### src/rtl/scsel_pkg.sv
// constants and types of the system clock selector
package scsel_pkg;
   // ======================================================
   // register map
   localparam logic [11:0] CTRL_OFFSET   = 12'h000;
   localparam logic [11:0] STATUS_OFFSET = 12'h004;
   // ======================================================
   // control field positions and reset value
   localparam int          SRC_BIT      = 0;
   localparam int          STOP_BIT     = 1;
   localparam int          DIV_LO_BIT   = 2;
   localparam int          DIV_HI_BIT   = 3;
   localparam logic [3:0]  CTRL_RESET   = 4'hC;
   // ======================================================
   // instruction clock ratio
   localparam logic [1:0]  INSTR_LAST   = 2'h2;

   typedef struct packed {
      logic [1:0] div;
      logic       stop;
      logic       src;
   } scsel_cfg_type;

   typedef enum logic [1:0] {
      MAIN_RING = 2'b00,
      MAIN_CER  = 2'b01,
      MAIN_RC   = 2'b10
   } scsel_main_type;
endpackage

### src/rtl/scsel_divider.sv
// source edge divider by 1, 2, 4 or 8
`timescale 1ns/10ps
module scsel_divider (
   // clock, reset and enable
   input  wire logic       clk,
   input  wire logic       rst,
   input  wire logic       ce,
   // source and ratio
   input  wire logic       edge_in,
   input  wire logic [1:0] ratio,
   // divided output
   output logic            wrap
);
   logic [2:0] cnt_ff;
   logic [2:0] limit;

   function automatic logic [2:0] last_count(input logic [1:0] r);
      case (r)
         2'b00:   last_count = 3'h0;
         2'b01:   last_count = 3'h1;
         2'b10:   last_count = 3'h3;
         default: last_count = 3'h7;
      endcase
   endfunction

   assign limit = last_count(ratio);
   assign wrap  = edge_in && (cnt_ff >= limit);

   always_ff @(posedge clk or posedge rst) begin
      if (rst) begin
         cnt_ff <= 3'h0;
      end else if (ce && edge_in) begin
         cnt_ff <= wrap ? 3'h0 : cnt_ff + 3'h1;
      end
   end

   a_div_count: assert property (@(posedge clk) disable iff (rst)
      ce && edge_in && cnt_ff < limit |=> cnt_ff == $past(cnt_ff) + 3'h1)
      else $error("divider count did not advance");
endmodule

### src/rtl/scsel_top.sv
// system clock source selection, division and instruction clock
//
// Register access over APB and the register addresses were decided locally.
`timescale 1ns/10ps
module scsel_top #(
   parameter int MC_W = 16
) (
   // clock, reset, enable
   input  wire logic        SYS_CLK,
   input  wire logic        RST,
   input  wire logic        CE,
   // apb slave
   input  wire logic        PSEL,
   input  wire logic        PENABLE,
   input  wire logic        PWRITE,
   input  wire logic [11:0] PADDR,
   input  wire logic [31:0] PWDATA,
   output logic [31:0]      PRDATA,
   output logic             PREADY,
   output logic             PSLVERR,
   // oscillator pins and instructions
   input  wire logic        MAIN_OSC_INPUT,
   input  wire logic        RING_OSC_INPUT,
   input  wire logic        SUB_OSC_INPUT,
   input  wire logic        CERAMIC_SELECT_INSTR,
   input  wire logic        RC_SELECT_INSTR,
   // clocks, cycle count and main source status out
   output logic             SYSTEM_CLOCK_SIGNAL,
   output logic             INSTRUCTION_CLOCK,
   output logic [MC_W-1:0]  MACHINE_CYCLES,
   output logic             MAIN_RUN,
   output logic [1:0]       MAIN_MODE
);
   // narrower counts wrap too fast to time anything
   if (MC_W < 4 || MC_W > 32) begin : g_mc_w_bad
      $error("MC_W out of range");
   end

   // ======================================================
   // pin synchronisers
   logic [2:0] s1_ff;
   logic [2:0] s2_ff;
   logic [2:0] s3_ff;
   logic [2:0] rise;

   always_ff @(posedge SYS_CLK or posedge RST) begin
      if (RST) begin
         s1_ff <= 3'h0;
         s2_ff <= 3'h0;
         s3_ff <= 3'h0;
      end else if (CE) begin
         s1_ff <= {SUB_OSC_INPUT, RING_OSC_INPUT, MAIN_OSC_INPUT};
         s2_ff <= s1_ff;
         s3_ff <= s2_ff;
      end
   end
   assign rise = s2_ff & ~s3_ff;

   // ======================================================
   // registers and main origin
   scsel_pkg::scsel_cfg_type   ctrl_ff;
   scsel_pkg::scsel_cfg_type   act_ff;
   scsel_pkg::scsel_main_type  mode_ff;
   logic                       main_run;
   logic                       stalled;
   logic                       src_edge;
   logic                       main_edge;
   logic                       wrap;
   logic                       ack_ff;
   logic                       wr_en;
   logic                       hit_ctrl;
   logic                       hit_stat;

   assign hit_ctrl = PADDR == scsel_pkg::CTRL_OFFSET;
   assign hit_stat = PADDR == scsel_pkg::STATUS_OFFSET;
   assign PREADY   = ack_ff && CE;
   assign wr_en    = PSEL && PENABLE && PWRITE && PREADY;

   always_ff @(posedge SYS_CLK or posedge RST) begin
      if (RST) begin
         ctrl_ff <= scsel_pkg::CTRL_RESET;
      end else if (CE && wr_en && hit_ctrl) begin
         ctrl_ff <= PWDATA[3:0];
      end
   end

   // sticky until reset: no instruction returns to on-chip
   always_ff @(posedge SYS_CLK or posedge RST) begin
      if (RST) begin
         mode_ff <= scsel_pkg::MAIN_RING;
      end else if (CE && CERAMIC_SELECT_INSTR) begin
         mode_ff <= scsel_pkg::MAIN_CER;
      end else if (CE && RC_SELECT_INSTR) begin
         mode_ff <= scsel_pkg::MAIN_RC;
      end
   end

   // ======================================================
   // apb answer, one wait-free access phase
   always_ff @(posedge SYS_CLK or posedge RST) begin
      if (RST) begin
         ack_ff  <= 1'b0;
         PRDATA  <= 32'h0000_0000;
         PSLVERR <= 1'b0;
      end else if (CE) begin
         ack_ff  <= PSEL && !ack_ff;
         if (PSEL && !ack_ff) begin
            PSLVERR <= !(hit_ctrl || hit_stat);
            if (hit_ctrl) begin
               PRDATA <= {28'h0000000, ctrl_ff};
            end else if (hit_stat) begin
               PRDATA <= {25'h0000000, main_run, mode_ff, act_ff};
            end else begin
               PRDATA <= 32'h0000_0000;
            end
         end
      end
   end

   // ======================================================
   // source multiplexer
   assign main_run = !(ctrl_ff.src && ctrl_ff.stop);
   // a stopped main source never wraps, so it hands over at once
   assign stalled  = !act_ff.src && (act_ff.stop || !main_run);

   always_comb begin
      case (mode_ff)
         scsel_pkg::MAIN_CER: main_edge = rise[0];
         scsel_pkg::MAIN_RC:  main_edge = rise[0];
         default:             main_edge = rise[1];
      endcase
   end

   always_comb begin
      if (act_ff.src) begin
         src_edge = rise[2];
      end else if (!act_ff.stop) begin
         src_edge = main_edge && main_run;
      end else begin
         src_edge = 1'b0;
      end
   end

   scsel_divider u_div (
      .clk     (SYS_CLK),
      .rst     (RST),
      .ce      (CE),
      .edge_in (src_edge),
      .ratio   (act_ff.div),
      .wrap    (wrap)
   );

   // new setting waits for the old period to finish, or applies at once while the main source is stalled; no runt pulse
   always_ff @(posedge SYS_CLK or posedge RST) begin
      if (RST) begin
         act_ff <= scsel_pkg::CTRL_RESET;
      end else if (CE && (wrap || stalled)) begin
         act_ff <= ctrl_ff;
      end
   end

   // ======================================================
   // system and instruction clocks
   logic [1:0] phase_ff;
   logic       inst_tick;

   assign inst_tick = wrap && phase_ff == scsel_pkg::INSTR_LAST;

   always_ff @(posedge SYS_CLK or posedge RST) begin
      if (RST) begin
         SYSTEM_CLOCK_SIGNAL <= 1'b0;
         INSTRUCTION_CLOCK   <= 1'b0;
         phase_ff            <= 2'h0;
      end else if (CE) begin
         SYSTEM_CLOCK_SIGNAL <= wrap;
         INSTRUCTION_CLOCK   <= inst_tick;
         if (wrap) begin
            phase_ff <= inst_tick ? 2'h0 : phase_ff + 2'h1;
         end
      end
   end

   always_ff @(posedge SYS_CLK or posedge RST) begin
      if (RST) begin
         MACHINE_CYCLES <= '0;
      end else if (CE && inst_tick) begin
         MACHINE_CYCLES <= MACHINE_CYCLES + 1'b1;
      end
   end

   assign MAIN_RUN  = main_run;
   assign MAIN_MODE = mode_ff;

   // ======================================================
   // checks
   a_tick_on_wrap: assert property (@(posedge SYS_CLK) disable iff (RST)
      CE && wrap |=> SYSTEM_CLOCK_SIGNAL)
      else $error("system clock pulse missing after wrap");
   a_sub_source: assert property (@(posedge SYS_CLK) disable iff (RST)
      act_ff.src |-> src_edge == rise[2])
      else $error("sub clock not used as source");
   a_main_source: assert property (@(posedge SYS_CLK) disable iff (RST)
      !act_ff.src && !stalled && mode_ff == scsel_pkg::MAIN_RING
      |-> src_edge == rise[1])
      else $error("on-chip clock not used as source");
   a_instr_third: assert property (@(posedge SYS_CLK) disable iff (RST)
      CE && $past(CE) && INSTRUCTION_CLOCK
      |-> $past(phase_ff) == 2'h2 && $past(wrap))
      else $error("instruction clock not on third tick");
   a_machine_step: assert property (@(posedge SYS_CLK) disable iff (RST)
      CE && inst_tick |=> MACHINE_CYCLES == $past(MACHINE_CYCLES) + 1'b1)
      else $error("machine cycle not counted");
   a_reset_config: assert property (@(posedge SYS_CLK)
      $past(RST) && !RST |-> act_ff == 4'hC && mode_ff == 2'b00)
      else $error("reset configuration wrong");
   a_main_halt: assert property (@(posedge SYS_CLK) disable iff (RST)
      CE && ctrl_ff.src && ctrl_ff.stop |-> !MAIN_RUN ##1 act_ff.src)
      else $error("main clock not halted");
   a_select_instr: assert property (@(posedge SYS_CLK) disable iff (RST)
      CE && CERAMIC_SELECT_INSTR |=> mode_ff == scsel_pkg::MAIN_CER)
      else $error("ceramic select not taken");
   a_clean_switch: assert property (@(posedge SYS_CLK) disable iff (RST)
      CE && !wrap && !stalled |=> $stable(act_ff))
      else $error("setting changed mid period");
endmodule

### config.mk
export PLATFORM = sky130hd
export DESIGN_NAME = scsel_top
export DESIGN_NICKNAME = d
export VERILOG_FILES = /design/src/rtl/scsel_pkg.sv /design/src/rtl/scsel_divider.sv /design/src/rtl/scsel_top.sv
export SDC_FILE = /design/constraint.sdc
export NUM_CORES = 1
export LEC_CHECK = 0
export BUFFER_PORTS_ARGS = -buffer_cell sky130_fd_sc_hd__buf_4
export CAP_MARGIN = 20
export CORE_ASPECT_RATIO = 0.5
export CORE_MARGIN = 3
export CORE_UTILIZATION = 51
export DETAILED_ROUTE_END_ITERATION = 12
export GPL_TIMING_DRIVEN = 1
export MAX_ROUTING_LAYER = met4
export PLACE_DENSITY = 0.85
export SLEW_MARGIN = 40
export SYNTH_ARGS = -nofsm -noshare
export SYNTH_HDL_FRONTEND = slang
export SYNTH_SLANG_ARGS = --single-unit
### constraint.sdc
create_clock -name SYS_CLK -period 3.75 [get_ports SYS_CLK]
set_input_delay 0.1875 -clock SYS_CLK [delete_from_list [all_inputs] [get_ports SYS_CLK]]
set_output_delay 0.1875 -clock SYS_CLK [all_outputs]
set_load 0.05 [all_outputs]
# Yosys cells after proc, flatten, opt, wreduce, memory -nomap -nowiden
# Index checks and enable logic that the tools add are counted.
# word_totals
in_bits	55
register_bits	76
out_inout_bits	55
# classes
magnitude_cmp	1
add_sub_neg	3
n_eq_ne	6
n_reduce_logical	30
n_bitwise	2
mux	10
# op_table
cell	n
logical AND 1 bit	17
adder 16 x 1 -> 16 bit (second input constant)	1
two-way mux 7 bit	2
equality test 12 x 3 -> 1 bit (second input constant)	1
zero test 12 bit	1
case mux 3 bit (3 select lines)	1
equality test 2 bit (second input constant)	3
two-way mux 2 bit	3
equality test 2 x 1 -> 1 bit (second input constant)	2
zero test 1 bit	4
AND reduction 2 bit	2
adder 3 x 1 -> 3 bit (second input constant)	1
AND 3 bit	1
>= comparator 3 bit	1
logical OR 1 bit	3
two-way mux 1 bit	3
two-way mux 3 bit	1
inverter 3 bit	1
adder 2 x 1 -> 2 bit (second input constant)	1
zero test 2 bit	1
nonzero test 2 bit	1
OR reduction 2 bit	1

# Longest topological paths before layout
# logic_depth
ltp_word	9
mapped_depth	8
mapped_depth_nobuf	7

# Hierarchy
# A second synthesis with hierarchy kept.
# hier_totals
hier_cells	227
area_unflattened_um2	2547.4
# by_module_without_submodules
module	n_inst	area_each_um2	cells_each	seq_area_each_um2
scsel_top	1	2285.9	198	1206.2
scsel_divider	1	261.5	29	75.1

# Worst setup path before layout
# No wires, ideal clock.
# synth_path
kind	register to register
start	register mode_ff[0] (netlist: MAIN_MODE[0])
end	register u_div.cnt_ff[0]
path_buffers	0
path_stages_with_launch	6
setup_slack_ns	1.699
synth_period_minus_slack_ns	2.051
arrival_ns	1.927
required_ns	3.625
cell_sequence	dfrtp_1 xnor2_1 mux2_4 a21oi_4 nand2b_1 mux2_2
# synth_between
elab_chain_len	8
word_cells_on_any_way	10
cone_classes	eq/ne: 2; mux: 4; reduce/logical: 4
# synth_lines
element	line	rtl
start: declaration	scsel_top.sv:63	scsel_pkg::scsel_main_type mode_ff;
start signal: assignment	scsel_top.sv:90	mode_ff <= scsel_pkg::MAIN_RING;
start signal: assignment	scsel_top.sv:92	mode_ff <= scsel_pkg::MAIN_CER;
start signal: assignment	scsel_top.sv:94	mode_ff <= scsel_pkg::MAIN_RC;
equality test 2 bit or equality test 2 x 1 -> 1 bit (tied branches)	scsel_top.sv:127	case (mode_ff)
OR reduction 2 bit (no source line) (*)	-	
two-way mux 1 bit (*)	scsel_top.sv:127	
logical AND 1 bit (*)	scsel_top.sv:138	src_edge = main_edge && main_run;
two-way mux 1 bit (*)	scsel_top.sv:137	end else if (!act_ff.stop) begin
two-way mux 1 bit (*)	scsel_top.sv:135	if (act_ff.src) begin
logical AND 1 bit	scsel_divider.sv:27	assign wrap = edge_in && (cnt_ff >= limit);
two-way mux 3 bit	scsel_divider.sv:33	cnt_ff <= wrap ? 3'h0 : cnt_ff + 3'h1;
end signal: assignment	scsel_divider.sv:33	
end: declaration	scsel_divider.sv:14	logic [2:0] cnt_ff;
# Every way passes the cells marked *; elsewhere a longest branch is shown, timed or not.
# A chain may end at the register's enable or synchronous reset.

# Worst setup path in the final report
# layout_path
start	register act_ff[3] in the netlist's numbering
end	register phase_ff[0]
# layout_between
elab_chain_len	6
word_cells_on_any_way	9
cone_classes	order compare: 1; eq/ne: 2; mux: 2; reduce/logical: 4
# layout_lines
element	line	rtl
start: declaration	scsel_top.sv:62	scsel_pkg::scsel_cfg_type act_ff;
start signal: assignment	scsel_top.sv:156	act_ff <= scsel_pkg::CTRL_RESET;
start signal: assignment	scsel_top.sv:158	act_ff <= ctrl_ff;
equality test 2 bit, or another cell as far along	scsel_divider.sv:18	case (r)
case mux 3 bit (3 select lines) (*)	scsel_divider.sv:18	
>= comparator 3 bit (*)	scsel_divider.sv:27	
logical AND 1 bit (*)	scsel_divider.sv:27	
logical AND 1 bit	scsel_top.sv:167	assign inst_tick = wrap && phase_ff == scsel_pkg::INSTR_LAST;
two-way mux 2 bit	scsel_top.sv:178	phase_ff <= inst_tick ? 2'h0 : phase_ff + 2'h1;
end signal: assignment	scsel_top.sv:178	
end: declaration	scsel_top.sv:164	logic [1:0] phase_ff;
# Marks and branches as above.

==> impl_metrics.py <==
metrics = {
    "power_and_ir_drop": {
        "ir_drop_mv": 0.253,
        "p_leak_nw": 1.56,
        "power_per_cell_area_nw_per_um2": 421,
        "power.total_mw": 1.29,
    },
    "setup_path": {
        "critical-path-slowest-cell": "dfstp_2",
        "critPathCaptureType": "register",
        "cp.arrival_ps": 2670,
        "crit_buf_inv": 0,
        "critPathTopFamily": "simple AND/OR/NAND/NOR gates",
        "cp_max_fo": 11,
        "cp_cell_sequence": "or2_2, ha_1, nor2b_1, o21ai_1, nand2_1, nor2_1, mux2_2",
        "crit_required_ps": 3940,
        "start_kind": "register",
        "setup.worst_path.class": "reg -> reg",
        "cpPeakStageDelay_ps": 400,
    },
    "global_route": {
        "grt_pass1_vias": 1780,
        "overflow": 0,
        "grt_max_degree": 52,
        "antenna_found_initial": 0,
        "grt_pass1_wl_mm": 8.48,
        "grt_use_total_pct": 18.3,
    },
    "worst_hold_path": {
        "hold_class": "in -> reg",
    },
    "clocking": {
        "cts_buffers": 5,
        "cts.sinks": 51,
        "cts_hold_buf": 1,
        "htree_levels": 2,
        "clk_latency_ps": 300,
        "clkTransAtPathRegs_ps": 90,
        "post_cts_buffers": 0,
        "clockBufferDepth": 2,
        "cts_tree": "done",
        "cts-root-buf": "clkbuf_8",
        "ctsResizeCount": 0,
    },
    "layout": {
        "final_area_um2": 3070,
        "fin_util_pct": 66.2,
        "nets": 349,
        "antenna_cells": 0,
        "fillers": 351,
        "drive_above_1_share_pct": 32.8,
        "final_cell_count_no_fill": 356,
        "area_growth_pct": 18.3,
    },
    "die": {
        "initial_utilization_pct": 55.9,
        "fp-row-count": 17,
        "die_area_um2": 6030,
        "fp.dieH_um": 56.4,
        "die_x_um": 107,
        "pin_count": 110,
        "coreArea_um2": 4640,
    },
    "place": {
        "placed_cell_area_um2": 2960,
        "placedCellCount": 347,
        "hpwl_mm": 3.66,
        "port_buffers": 56,
        "pre_cts_ws_ps": 1320,
        "gp_congestion": 0.773,
    },
    "timing": {
        "finalClockSkew_ps": 5.78,
        "setup_ws_ps": 1270,
        "tns_ps": 0,
        "tightest_slew_ps": 622,
        "relSlewSlack_pct": 58.5,
        "hold_violations": 0,
        "slew_viol_final": 0,
        "rsz0062_at_grt": "false",
        "maxClockFrequency_mhz": 404,
        "hold_ws_ps": 64.2,
        "period_needed_ps": 2480,
        "setup_violations": 0,
        "finalCritPeriodShare_pct": 66.0,
    },
    "routing": {
        "met1_length_mm": 2.24,
        "wl_per_cell_um": 13.9,
        "drc_errors": 0,
        "totalWireLength_mm": 4.93,
        "top_layer_used": "met4",
        "detail-route-antenna-nets": 0,
        "routed_via_density": 5.16,
        "met2_length_mm": 2.34,
        "wl_met3_um": 282,
        "drt_iter0_drc": 62,
        "vias": 1838,
        "first_pass_iters": 4,
    },
    "status": {
        "status": "completed",
    },
    "yosys": {
        "yosysWarningCount": 0,
        "synth_top_area_share_pct": 45.4,
        "ys_top_cells_by_area": "dfrtp_1 (45%), mux2_2 (8.7%), buf_4 (7.2%)",
        "yosys.area_share.simple_pct": 14.3,
        "synth_seq_area_share_pct": 49.4,
        "yosys.area_share.adder_pct": 2.41,
        "syn_area_um2": 2590,
        "yosys.area.top_type": "dfrtp_1",
        "synthMuxAreaShare_pct": 11.4,
        "synth-compound-area-share_pct": 7.05,
        "synthXorXnorAreaFrac_pct": 5.41,
        "synth_top_family_by_area": "simple AND/OR/NAND/NOR gates",
        "synth.avg_cell_area_um2": 11.1,
        "syn_inst": 233,
        "ys_types": 40,
        "ys_seq_elements": 51,
    },
    "flow_run": {
        "maxCapViolations": 0,
    },
}
## cells in the mapped netlist, drive strengths merged
cell and number:
a21o 1, a21oi 5, a22o 4, a32o 1, and3 4, and3b 1, and4 1, buf 29
clkbuf 3, conb 1, dfrtp 47, dfstp 4, ha 5, inv 8, mux2 22, mux2i 4
nand2 18, nand2b 1, nand3 8, nand3b 1, nand4 1, nor2 6, nor2b 3, nor3 2
nor3b 2, nor4 11, nor4b 4, o21a 1, o21ai 14, o311ai 1, or2 2, or3 1
or4 1, xnor2 3, xor2 13
## kinds of logic (layout without fill, tap and decap cells)
kind of cell / count (synthesis) / count (layout)
DFF: 51 / 51
muxes: 26 / 26
adders and majority gates: 5 / 5
other: 1 / 25
and+or+nand+nor: 67 / 67
xor gates and xnor gates: 16 / 16
buffers and inverters: 40 / 73
AOI/OAI and AO/OA: 27 / 27
## flip-flops by register name, summed over array words and instances, names as in the netlist
name	count
INSTRUCTION_CLOCK	1
s3_ff	3
s2_ff	3
ack_ff	1
PRDATA	7
phase_ff	2
u_div.cnt_ff	3
MAIN_MODE	2
SYSTEM_CLOCK_SIGNAL	1
ctrl_ff	4
s1_ff	3
MACHINE_CYCLES	16
PSLVERR	1
act_ff	4
## worst register-to-register path, stage by stage (launching register included)
cell and delay [ps]:
dfstp_2 400, or2_2 300, ha_1 280, nor2b_1 50, o21ai_1 330, nand2_1 330, nor2_1 300, mux2_2 370
## where the power goes
group | total [mW] | switching, mW | internal, mW
Clock | 0.332 | 0.180 | 0.152
Sequential | 0.633 | 0.0375 | 0.595
Combinational | 0.327 | 0.214 | 0.113
## layout make-up
cell class / count / area (um^2) / area share [%]
flip-flops and latches: 51 / 1280 / 41.8
multi-input cells: 166 / 1150 / 37.4
repair buffers: 57 / 430 / 14.0
clock buffers: 7 / 86.3 / 2.81
well taps: 66 / 82.6 / 2.69
inverters: 8 / 32.5 / 1.06
clock inverters: 1 / 8.76 / 0.285
## placed cells by master, fill, tap and decap left out, types with 2 or more instances in the layout
cell	count
nor2_1	6
nand3_1	8
inv_1	7
mux2i_1	4
nor4b_1	4
nor3_1	2
xnor2_1	3
or2_2	2
nor4_1	11
mux2_4	2
a21oi_1	4
and3_1	4
ha_1	5
xor2_1	13
o21ai_0	13
buf_4	56
nor3b_1	2
conb_1	25
a22o_1	4
mux2_2	20
clkbuf_8	6
dfrtp_1	47
nor2b_1	3
dfstp_2	4
nand2_1	18
## path summary, 6_finish.rpt
path	from	endpoint	slack, ps	cells after the start
worst max register to register	act_ff[3]	phase_ff[0]	1270	7
max in group asynchronous	RST	MACHINE_CYCLES[5]	2810	3
worst max-delay path	act_ff[3]	phase_ff[0]	1270	7
worst min register to register	MACHINE_CYCLES[15]	MACHINE_CYCLES[15]	480	1
worst min-delay path	CERAMIC_SELECT_INSTR	MAIN_MODE[1]	60	2
min in group asynchronous	RST	MACHINE_CYCLES[14]	520	3
## per-layer routing
metal  track usage [%]  up-vias
li1                  -      877
met1              23.0      890
met2              28.9       65
met3              4.13        6
met4              7.47        0
met5                 -        -
Note: power is estimated with default switching activity, not from simulation.
